File: config.mk
export PLATFORM = sky130hd
export DESIGN_NAME = gpio_abc
export DESIGN_NICKNAME = d
export VERILOG_FILES = /design/src/shared/gpio_abc_pkg.sv /design/src/rtl/gpio_abc.sv
export SDC_FILE = /design/constraint.sdc
export NUM_CORES = 1
export LEC_CHECK = 0
export BUFFER_PORTS_ARGS = -buffer_cell sky130_fd_sc_hd__clkbuf_2
export CORE_UTILIZATION = 55
export DETAILED_ROUTE_END_ITERATION = 10
export GPL_TIMING_DRIVEN = 0
export PLACE_DENSITY = 0.83
export SLEW_MARGIN = 20
export SYNTH_ARGS = -nofsm -noshare
export SYNTH_HDL_FRONTEND = slang
export SYNTH_SLANG_ARGS = --single-unit
File: constraint.sdc
create_clock -name MCLK -period 3.75 [get_ports MCLK]
set_input_delay 0.375 -clock MCLK [delete_from_list [all_inputs] [get_ports MCLK]]
set_output_delay 0.375 -clock MCLK [all_outputs]
set_load 0.02 [all_outputs]
File: src/shared/gpio_abc_pkg.sv
// shared constants and types for the three-port general purpose io block
// Behaviour
// - port a: seven pins, latches kept through reset
// - direction one drives pin, zero is input
// - reset clears all port a directions
// - port a read: latch if output, pin if input
// - data writes always update latches
// - port b: eight pins, latches kept through reset
// - reset clears all port b directions
// - port b read: latch if output, pin if input
// - converter wins over timer on upper pins
// - channel select picks converter or gpio per pin
// - converter pin reads zero when input
// - converter pin ignores direction for driver
// - edge/level select gives upper pins to timer
// - port c: five pins, latches kept through reset
// - clock-out enable drives system clock on pin two
// - clock-out enable readable, overrides pin two
// - reset clears port c directions and clock-out
// - channel codes zero to seven pick port b pins
package gpio_abc_pkg;
	localparam int unsigned ADDR_W = 4;
	localparam int unsigned A_W    = 7;
	localparam int unsigned B_W    = 8;
	localparam int unsigned C_W    = 5;
	localparam logic [ADDR_W-1:0] PORT_A_DATA_OFS = 4'h0;
	localparam logic [ADDR_W-1:0] PORT_B_DATA_OFS = 4'h1;
	localparam logic [ADDR_W-1:0] PORT_C_DATA_OFS = 4'h2;
	localparam logic [ADDR_W-1:0] PORT_A_DIR_OFS  = 4'h4;
	localparam logic [ADDR_W-1:0] PORT_B_DIR_OFS  = 4'h5;
	localparam logic [ADDR_W-1:0] PORT_C_DIR_OFS  = 4'h6;
	localparam int unsigned CLK_OUT_EN_BIT = 7;
	localparam int unsigned CLK_OUT_PIN    = 2;
	localparam int unsigned TIMER_PIN_LO   = 6;
	localparam logic [4:0]  CHAN_LAST_PIN  = 5'h07;
	localparam logic [A_W-1:0] A_DIR_RST   = 7'h00;
	localparam logic [B_W-1:0] B_DIR_RST   = 8'h00;
	localparam logic [C_W-1:0] C_DIR_RST   = 5'h00;
	typedef struct packed {
		logic [4:0] chan_sel;
		logic       conv_active;
		logic [1:0] timer_own;
		logic [1:0] timer_out;
		logic [1:0] timer_oe;
	} periph_s;
endpackage : gpio_abc_pkg

File: src/rtl/gpio_abc.sv
// general purpose io logic for ports a, b and c
`timescale 1ns/1ps
module gpio_abc (
	input  wire logic                        MCLK,
	input  wire logic                        ARST_N,
	input  wire logic [gpio_abc_pkg::ADDR_W-1:0] ADDR,
	input  wire logic [7:0]                  WDATA,
	input  wire logic                        WR,
	input  wire logic                        RD,
	output logic      [7:0]                  RDATA,
	input  wire gpio_abc_pkg::periph_s       PERIPH,
	output logic      [1:0]                  TIMER_IN,
	input  wire logic [gpio_abc_pkg::A_W-1:0] PA_I,
	output logic      [gpio_abc_pkg::A_W-1:0] PA_O,
	output logic      [gpio_abc_pkg::A_W-1:0] PA_OE,
	input  wire logic [gpio_abc_pkg::B_W-1:0] PB_I,
	output logic      [gpio_abc_pkg::B_W-1:0] PB_O,
	output logic      [gpio_abc_pkg::B_W-1:0] PB_OE,
	output logic      [gpio_abc_pkg::B_W-1:0] CONV_SEL,
	input  wire logic [gpio_abc_pkg::C_W-1:0] PC_I,
	output logic      [gpio_abc_pkg::C_W-1:0] PC_O,
	output logic      [gpio_abc_pkg::C_W-1:0] PC_OE
);
	import gpio_abc_pkg::*;

	logic [A_W-1:0] a_lat_q, a_dir_q, a_s1_q, a_s2_q;
	logic [B_W-1:0] b_lat_q, b_dir_q, b_s1_q, b_s2_q;
	logic [C_W-1:0] c_lat_q, c_dir_q, c_s1_q, c_s2_q;
	logic           clk_en_q;
	logic [B_W-1:0] conv_pin;
	logic [B_W-1:0] b_read;
	logic [7:0]     rdata_d;

	// data latches have no reset
	always_ff @(posedge MCLK) begin
		if (WR && ADDR == PORT_A_DATA_OFS) begin
			a_lat_q <= WDATA[A_W-1:0];
		end
		if (WR && ADDR == PORT_B_DATA_OFS) begin
			b_lat_q <= WDATA;
		end
		if (WR && ADDR == PORT_C_DATA_OFS) begin
			c_lat_q <= WDATA[C_W-1:0];
		end
	end

	always_ff @(posedge MCLK or negedge ARST_N) begin
		if (!ARST_N) begin
			a_dir_q  <= A_DIR_RST;
			b_dir_q  <= B_DIR_RST;
			c_dir_q  <= C_DIR_RST;
			clk_en_q <= 1'b0;
		end else if (WR) begin
			if (ADDR == PORT_A_DIR_OFS) begin
				a_dir_q <= WDATA[A_W-1:0];
			end
			if (ADDR == PORT_B_DIR_OFS) begin
				b_dir_q <= WDATA;
			end
			if (ADDR == PORT_C_DIR_OFS) begin
				c_dir_q  <= WDATA[C_W-1:0];
				clk_en_q <= WDATA[CLK_OUT_EN_BIT];
			end
		end
	end

	// two-stage pin synchronisers
	always_ff @(posedge MCLK or negedge ARST_N) begin
		if (!ARST_N) begin
			a_s1_q <= '0;
			a_s2_q <= '0;
			b_s1_q <= '0;
			b_s2_q <= '0;
			c_s1_q <= '0;
			c_s2_q <= '0;
		end else begin
			a_s1_q <= PA_I;
			a_s2_q <= a_s1_q;
			b_s1_q <= PB_I;
			b_s2_q <= b_s1_q;
			c_s1_q <= PC_I;
			c_s2_q <= c_s1_q;
		end
	end

	// converter channel decode
	genvar gi;
	generate
		for (gi = 0; gi < B_W; gi++) begin : g_conv
			assign conv_pin[gi] = PERIPH.conv_active && PERIPH.chan_sel <= CHAN_LAST_PIN
				&& PERIPH.chan_sel[2:0] == 3'(gi);
		end
	endgenerate
	assign CONV_SEL = conv_pin;

	// port pin drivers
	always_comb begin
		PA_O  = a_lat_q;
		PA_OE = a_dir_q;
		PB_O  = b_lat_q;
		PB_OE = b_dir_q & ~conv_pin;
		for (int i = TIMER_PIN_LO; i < B_W; i++) begin
			if (!conv_pin[i] && PERIPH.timer_own[i-TIMER_PIN_LO]) begin
				PB_O[i]  = PERIPH.timer_out[i-TIMER_PIN_LO];
				PB_OE[i] = PERIPH.timer_oe[i-TIMER_PIN_LO];
			end
		end
		PC_O  = c_lat_q;
		PC_OE = c_dir_q;
		if (clk_en_q) begin
			PC_O[CLK_OUT_PIN]  = MCLK;
			PC_OE[CLK_OUT_PIN] = 1'b1;
		end
	end

	// timer capture input, cut off while converter owns the pin
	always_ff @(posedge MCLK or negedge ARST_N) begin
		if (!ARST_N) begin
			TIMER_IN <= 2'h0;
		end else begin
			for (int i = 0; i < 2; i++) begin
				TIMER_IN[i] <= b_s2_q[TIMER_PIN_LO+i] & ~conv_pin[TIMER_PIN_LO+i];
			end
		end
	end

	// read path
	always_comb begin
		for (int i = 0; i < B_W; i++) begin
			if (conv_pin[i]) begin
				b_read[i] = b_dir_q[i] & b_lat_q[i];
			end else begin
				b_read[i] = b_dir_q[i] ? b_lat_q[i] : b_s2_q[i];
			end
		end
		case (ADDR)
			PORT_A_DATA_OFS: rdata_d = {1'b0, (a_dir_q & a_lat_q) | (~a_dir_q & a_s2_q)};
			PORT_B_DATA_OFS: rdata_d = b_read;
			PORT_C_DATA_OFS: rdata_d = {3'h0, (c_dir_q & c_lat_q) | (~c_dir_q & c_s2_q)};
			PORT_A_DIR_OFS:  rdata_d = {1'b0, a_dir_q};
			PORT_B_DIR_OFS:  rdata_d = b_dir_q;
			PORT_C_DIR_OFS:  rdata_d = {clk_en_q, 2'h0, c_dir_q};
			default:         rdata_d = 8'h00;
		endcase
	end

	always_ff @(posedge MCLK or negedge ARST_N) begin
		if (!ARST_N) begin
			RDATA <= 8'h00;
		end else if (RD) begin
			RDATA <= rdata_d;
		end else begin
			RDATA <= 8'h00;
		end
	end

	dir_reset_a: assert property (@(posedge MCLK) $rose(ARST_N) |-> a_dir_q == '0 && b_dir_q == '0)
		else $error("direction not cleared by reset");
	clk_out_a: assert property (@(posedge MCLK) disable iff (!ARST_N)
		clk_en_q |-> PC_OE[CLK_OUT_PIN])
		else $error("clock out pin not driven");
	conv_drive_a: assert property (@(posedge MCLK) disable iff (!ARST_N)
		|conv_pin |-> (PB_OE & conv_pin) == '0)
		else $error("converter pin driven");
	dir_drive_a: assert property (@(posedge MCLK) disable iff (!ARST_N) PA_OE == a_dir_q)
		else $error("port a enable mismatch");
	latch_write_a: assert property (@(posedge MCLK) disable iff (!ARST_N)
		WR && ADDR == PORT_B_DATA_OFS |=> b_lat_q == $past(WDATA))
		else $error("latch not written");
	read_a_out_a: assert property (@(posedge MCLK) disable iff (!ARST_N)
		RD && ADDR == PORT_A_DIR_OFS |=> RDATA == {1'b0, $past(a_dir_q)})
		else $error("direction readback wrong");
	conv_read_a: assert property (@(posedge MCLK) disable iff (!ARST_N)
		RD && ADDR == PORT_B_DATA_OFS && conv_pin[0] && !b_dir_q[0] |=> RDATA[0] == 1'b0)
		else $error("converter input bit not zero");
	read_c_dir_a: assert property (@(posedge MCLK) disable iff (!ARST_N)
		WR && ADDR == PORT_C_DIR_OFS ##1 RD && ADDR == PORT_C_DIR_OFS
		|=> RDATA[CLK_OUT_EN_BIT] == $past(WDATA[CLK_OUT_EN_BIT], 2))
		else $error("clock out enable readback wrong");
	timer_cut_a: assert property (@(posedge MCLK) disable iff (!ARST_N)
		conv_pin[TIMER_PIN_LO] |=> TIMER_IN[0] == 1'b0)
		else $error("timer sees converter pin");

	a_lat_write_a: assert property (@(posedge MCLK) disable iff (!ARST_N)
		WR && ADDR == PORT_A_DATA_OFS
		|=> a_lat_q == $past(WDATA[A_W-1:0]))
		else $error("port a latch not written");

	c_lat_write_a: assert property (@(posedge MCLK) disable iff (!ARST_N)
		WR && ADDR == PORT_C_DATA_OFS
		|=> c_lat_q == $past(WDATA[C_W-1:0]))
		else $error("port c latch not written");

	a_dir_write_a: assert property (@(posedge MCLK) disable iff (!ARST_N)
		WR && ADDR == PORT_A_DIR_OFS
		|=> a_dir_q == $past(WDATA[A_W-1:0]))
		else $error("port a direction not written");

	b_dir_write_a: assert property (@(posedge MCLK) disable iff (!ARST_N)
		WR && ADDR == PORT_B_DIR_OFS
		|=> b_dir_q == $past(WDATA))
		else $error("port b direction not written");

	c_dir_write_a: assert property (@(posedge MCLK) disable iff (!ARST_N)
		WR && ADDR == PORT_C_DIR_OFS
		|=> c_dir_q == $past(WDATA[C_W-1:0]))
		else $error("port c direction not written");

	clk_en_write_a: assert property (@(posedge MCLK) disable iff (!ARST_N)
		WR && ADDR == PORT_C_DIR_OFS
		|=> clk_en_q == $past(WDATA[CLK_OUT_EN_BIT]))
		else $error("clock out enable not written");

	a_dir_hold_a: assert property (@(posedge MCLK) disable iff (!ARST_N)
		!(WR && ADDR == PORT_A_DIR_OFS)
		|=> $stable(a_dir_q))
		else $error("port a direction changed unasked");

	b_dir_hold_a: assert property (@(posedge MCLK) disable iff (!ARST_N)
		!(WR && ADDR == PORT_B_DIR_OFS)
		|=> $stable(b_dir_q))
		else $error("port b direction changed unasked");

	c_dir_hold_a: assert property (@(posedge MCLK) disable iff (!ARST_N)
		!(WR && ADDR == PORT_C_DIR_OFS)
		|=> $stable(c_dir_q))
		else $error("port c direction changed unasked");

	clk_en_hold_a: assert property (@(posedge MCLK) disable iff (!ARST_N)
		!(WR && ADDR == PORT_C_DIR_OFS)
		|=> $stable(clk_en_q))
		else $error("clock out enable changed unasked");

	a_read_out_a: assert property (@(posedge MCLK) disable iff (!ARST_N)
		RD && ADDR == PORT_A_DATA_OFS
		|=> (RDATA[A_W-1:0] & $past(a_dir_q)) == ($past(a_lat_q) & $past(a_dir_q)))
		else $error("port a output bits not from latch");

	a_read_in_a: assert property (@(posedge MCLK) disable iff (!ARST_N)
		RD && ADDR == PORT_A_DATA_OFS
		|=> (RDATA[A_W-1:0] & ~$past(a_dir_q)) == ($past(a_s2_q) & ~$past(a_dir_q)))
		else $error("port a input bits not from pins");

	a_read_top_a: assert property (@(posedge MCLK) disable iff (!ARST_N)
		RD && ADDR == PORT_A_DATA_OFS
		|=> RDATA[7] == 1'b0)
		else $error("port a unused bit not zero");

	c_read_out_a: assert property (@(posedge MCLK) disable iff (!ARST_N)
		RD && ADDR == PORT_C_DATA_OFS
		|=> (RDATA[C_W-1:0] & $past(c_dir_q)) == ($past(c_lat_q) & $past(c_dir_q)))
		else $error("port c output bits not from latch");

	c_read_in_a: assert property (@(posedge MCLK) disable iff (!ARST_N)
		RD && ADDR == PORT_C_DATA_OFS
		|=> (RDATA[C_W-1:0] & ~$past(c_dir_q)) == ($past(c_s2_q) & ~$past(c_dir_q)))
		else $error("port c input bits not from pins");

	c_read_top_a: assert property (@(posedge MCLK) disable iff (!ARST_N)
		RD && ADDR == PORT_C_DATA_OFS
		|=> RDATA[7:C_W] == 3'h0)
		else $error("port c unused bits not zero");

	b_dir_read_a: assert property (@(posedge MCLK) disable iff (!ARST_N)
		RD && ADDR == PORT_B_DIR_OFS
		|=> RDATA == $past(b_dir_q))
		else $error("port b direction readback wrong");

	c_dir_read_a: assert property (@(posedge MCLK) disable iff (!ARST_N)
		RD && ADDR == PORT_C_DIR_OFS
		|=> RDATA == {$past(clk_en_q), 2'h0, $past(c_dir_q)})
		else $error("port c direction readback wrong");

	idle_read_a: assert property (@(posedge MCLK) disable iff (!ARST_N)
		!RD
		|=> RDATA == 8'h00)
		else $error("read data outside read cycle");

	unmapped_read_a: assert property (@(posedge MCLK) disable iff (!ARST_N)
		RD && (ADDR == 4'h3 || ADDR > PORT_C_DIR_OFS)
		|=> RDATA == 8'h00)
		else $error("unmapped address not zero");

	c_dir_reset_a: assert property (@(posedge MCLK)
		$rose(ARST_N)
		|-> c_dir_q == '0 && !clk_en_q)
		else $error("port c direction not cleared by reset");

	out_reset_a: assert property (@(posedge MCLK)
		$rose(ARST_N)
		|-> RDATA == 8'h00 && TIMER_IN == 2'h0)
		else $error("outputs not cleared by reset");

	pc_drive_a: assert property (@(posedge MCLK) disable iff (!ARST_N)
		!clk_en_q
		|-> PC_OE == c_dir_q)
		else $error("port c enable mismatch");

	pa_data_a: assert property (@(posedge MCLK) disable iff (!ARST_N)
		1'b1
		|-> (PA_O & a_dir_q) == (a_lat_q & a_dir_q))
		else $error("port a drives wrong level");

	pc_data_a: assert property (@(posedge MCLK) disable iff (!ARST_N)
		!clk_en_q
		|-> (PC_O & c_dir_q) == (c_lat_q & c_dir_q))
		else $error("port c drives wrong level");

	pb_data_a: assert property (@(posedge MCLK) disable iff (!ARST_N)
		1'b1
		|-> (PB_O & b_dir_q & ~conv_pin & ~{PERIPH.timer_own, 6'h00})
			== (b_lat_q & b_dir_q & ~conv_pin & ~{PERIPH.timer_own, 6'h00}))
		else $error("port b drives wrong level");

	conv_onehot_a: assert property (@(posedge MCLK) disable iff (!ARST_N)
		1'b1
		|-> $onehot0(CONV_SEL))
		else $error("more than one converter pin");

	conv_code_a: assert property (@(posedge MCLK) disable iff (!ARST_N)
		PERIPH.conv_active && PERIPH.chan_sel <= CHAN_LAST_PIN
		|-> CONV_SEL[PERIPH.chan_sel[2:0]])
		else $error("selected converter pin not connected");

	conv_off_a: assert property (@(posedge MCLK) disable iff (!ARST_N)
		!PERIPH.conv_active
		|-> CONV_SEL == '0)
		else $error("converter pin without conversion");

	timer_in_a: assert property (@(posedge MCLK) disable iff (!ARST_N)
		!conv_pin[TIMER_PIN_LO+1]
		|=> TIMER_IN[1] == $past(b_s2_q[TIMER_PIN_LO+1]))
		else $error("timer input not from pin");

	// timer pin ownership per channel
	genvar gt;
	generate
		for (gt = 0; gt < 2; gt++) begin : g_timer_chk
			timer_drive_a: assert property (@(posedge MCLK) disable iff (!ARST_N)
				!conv_pin[TIMER_PIN_LO+gt] && PERIPH.timer_own[gt]
				|-> PB_OE[TIMER_PIN_LO+gt] == PERIPH.timer_oe[gt]
					&& PB_O[TIMER_PIN_LO+gt] == PERIPH.timer_out[gt])
				else $error("timer pin not driven by timer");
			timer_gpio_a: assert property (@(posedge MCLK) disable iff (!ARST_N)
				!conv_pin[TIMER_PIN_LO+gt] && !PERIPH.timer_own[gt]
				|-> PB_OE[TIMER_PIN_LO+gt] == b_dir_q[TIMER_PIN_LO+gt])
				else $error("released timer pin not general purpose");
		end
	endgenerate

	// lower port b pins follow direction unless converted
	genvar gl;
	generate
		for (gl = 0; gl < TIMER_PIN_LO; gl++) begin : g_low_chk
			gpio_oe_a: assert property (@(posedge MCLK) disable iff (!ARST_N)
				!conv_pin[gl]
				|-> PB_OE[gl] == b_dir_q[gl])
				else $error("port b enable mismatch");
		end
	endgenerate

	// port b read per bit
	genvar gb;
	generate
		for (gb = 0; gb < B_W; gb++) begin : g_bread_chk
			b_conv_read_a: assert property (@(posedge MCLK) disable iff (!ARST_N)
				RD && ADDR == PORT_B_DATA_OFS && conv_pin[gb]
				|=> RDATA[gb] == $past(b_dir_q[gb] & b_lat_q[gb]))
				else $error("converter pin read wrong");
			b_out_read_a: assert property (@(posedge MCLK) disable iff (!ARST_N)
				RD && ADDR == PORT_B_DATA_OFS && !conv_pin[gb] && b_dir_q[gb]
				|=> RDATA[gb] == $past(b_lat_q[gb]))
				else $error("port b output bit not from latch");
			b_in_read_a: assert property (@(posedge MCLK) disable iff (!ARST_N)
				RD && ADDR == PORT_B_DATA_OFS && !conv_pin[gb] && !b_dir_q[gb]
				|=> RDATA[gb] == $past(b_s2_q[gb]))
				else $error("port b input bit not from pin");
		end
	endgenerate
endmodule : gpio_abc

==> summary.txt <==
Hold path
  – HP Class: input pin to flop
  – Hold path start: PA_I[6]

Logic synthesis
  – Seq/Total Area, Yosys: between 60% and 70%
  – Post-synth ARST share: just under 80%
  – Syn_nets: roughly 310
  – Synth warn: 0
  – Syn_area_per_cell: about 14 sq um
  – Synthesized instance count: around 270
  – Synth unique cells: between 40 and 50
  – Post-synth EDFFs: 20
  – Post-Syn Area: around 3600 sq um
  – Register bit total from synthesis: a little over 90
  – Synth top area share: 49.4%
  – Ys flop type: dfrtp_1
  – Post-synth top area cell: dfrtp_1
  – Synth area leaders: dfrtp_1, edfxtp_1, mux2_1

Global route
  – First-pass GRT wire length: roughly 13000 um
  – GRT Util Overall: around a quarter
  – Pin count of the biggest net entering global routing: 46
  – Vias in the first global route: 2568
  – Initial antenna violation count: 0
  – Gr ovfl total: 0

Route
  – Avg Vias per Cell: 5.37
  – DRC: 0
  – 1st-pass router iterations: 4
  – Remaining antenna violation count: 0
  – WL final: about 8300 um
  – Vias post-DR: 2600
  – Iteration-0 DRC Markers: 198
  – DR WL/cell: 17.2 um

Floorplan
  – Initial Utilization: a little under three fifths
  – Die height: 82.9 um
  – Die area: 6870 sq um
  – Top-Level Pins: around 110
  – Rows: 29
  – Die width: between 80 and 90 um
  – Core area: 6310 sq um

Outcome
  – Status: finished clean

Timing
  – Worst-margin pin slew: about 820 ps
  – Final Max Tran Viols: 0
  – WHS: 7.69 ps
  – Slew margin rel.: roughly 45%
  – Final setup margin: between 800 and 900 ps
  – Clk_skew: approximately 6.1 ps
  – Total negative setup slack: 0 ps
  – Final Hold Vio Count: 0
  – RSZ-0062 raised after global routing: false
  – Final Setup Violations: 0

Placement
  – GP Congestion: slightly above 0.8
  – Placement Setup Slack: between 1000 and 1500 ps
  – HPWL after DPL: 5810 um
  – Count of input and output buffers: 104

Job
  – Max-cap violations: 0

Setup path
  – Crit path arrival time: 2520 ps
  – R2r startpoint: c_dir_q[0]
  – Crit path from: MCLK
  – Worst setup EP type: output pin
  – Worst Path Required: ~3400 ps
  – Startpoint types: clock port
  – Kind of critical path: clock port to output pin
  – Crit Path Max Fanout: 2

Final layout
  – Share of cells above drive strength 1: 37.3%
  – Final Net Count: 450
  – Commonest non-fill, non-tap cell in the layout: clkbuf_2
  – Area grow syn2layout: 29.2%
  – Fin util: roughly 74%
  – Commonest cells after routing, fill and taps aside: clkbuf_2, dfrtp_1, mux2_1, edfxtp_1, dlygate4sd3_1
  – Ant. Diodes: 0

Clock network
  – Number of gates resized after cts: 0
  – Clock insertion delay at the later pin of the skew report: between 400 and 500 ps
  – Clock Pin Slew Worst Setup and Hold Paths: about 90 ps
  – CTS tree: yes

Pwr
  – PwrDens: 489 nW/um^2
  – VDD IR max: roughly 300 uV
  – Leakage: approximately 0.0022 uW
[metal layers]
metal  vias up  part of all wire [%]  GRT usage, %
met3        16                   6.3          9.44
met4         0                   2.1          10.8
met2        96                    50          40.5
met1      1280                    42          33.5
met5         -                     0             0
li1       1208                     -             -
[logic make-up (layout without fill, tap and decap cells)]
| kind of cell | after synthesis | in the layout | share of synthesized area (%) |
|---|---|---|---|
| AOI/OAI and AO/OA | 46 | 46 | 7.34 |
| buffers and inverters | 28 | 170 | 4.63 |
| DFF | 91 | 91 | 66.1 |
| muxes | 26 | 26 | 8.07 |
| and+or+nand+nor | 74 | 74 | 13.8 |
[what timing repair did]
action,CTS,global route
endpoints found under the hold margin,41,2
setup buffers,0,0
hold buffers,16,2
[flip-flops by register name, summed over array words and instances (netlist names)]
signal and cells:
clk_en_q 1, c_dir_q 5, PA_O 7, b_s2_q 8
b_lat_q 8, a_s2_q 7, b_s1_q 8, b_dir_q 8
c_s1_q 5, RDATA 8, TIMER_IN 2, PA_OE 7
a_s1_q 7, c_lat_q 5, c_s2_q 5
[Yosys cell counts, types with 2 or more instances]
master     count
a21o_1         5
a21oi_1       17
a31oi_1        7
and2_1         8
buf_2          4
buf_4         15
dfrtp_1       71
edfxtp_1      20
inv_1          8
mux2_1        23
mux2i_1        2
nand2_1        8
nand2b_1       4
nand3_1        2
nand4b_1       6
nand4bb_1      3
nor2_1        15
nor2b_1        5
nor3_1         3
o21ai_0       12
or3b_1         5
or3b_2         2
[layout make-up]
cell class                 instances  area [sq um]
sequential                        91          2380
fill                             447          1670
multi-input combinational        146          1050
timing repair buffer             122           718
clock buffer                      13           170
buffer                            20           136
tap                               77          96.3
clock inverter                     7          63.8
inverter                           8          30.0
[final timing paths]
path	endpoint	slack, ps	depth (start not counted)
setup / recovery	PC_O[2]	850	4
max in group asynchronous	a_s1_q[2]	2820	3
hold reg to reg	c_s2_q[2]	360	0
min in group asynchronous	c_dir_q[1]	380	2
setup reg to reg	RDATA[0]	2300	4
hold / removal	a_s1_q[6]	8	1
[critical path: stages]
cell and delay [ps]:
clkbuf_8 110, clkbuf_8 120, mux2_2 260, clkbuf_2 160
[where the power goes]
| group | internal (uW) | leakage (uW) | switching (uW) |
|---|---|---|---|
| registers | 1090 | 0.00104 | 63.3 |
| clock network | 334 | 0.000127 | 408 |
| logic | 165 | 0.00101 | 206 |
[through the flow]
| step | instance area [sq um] | cells | total power (uW) |
|---|---|---|---|
| 6_report | 4640 | 484 | 2270 |
| 5_1_grt | 4640 | 484 | 2370 |
| 4_1_cts | 4620 | 482 | 2280 |
| 3_5_place_dp | 4240 | 447 | 1550 |
| 3_3_place_gp | 4210 | 446 | 1530 |
| 2_1_floorplan | 3600 | 265 | 1390 |
Power figures use the tool's default switching activity.
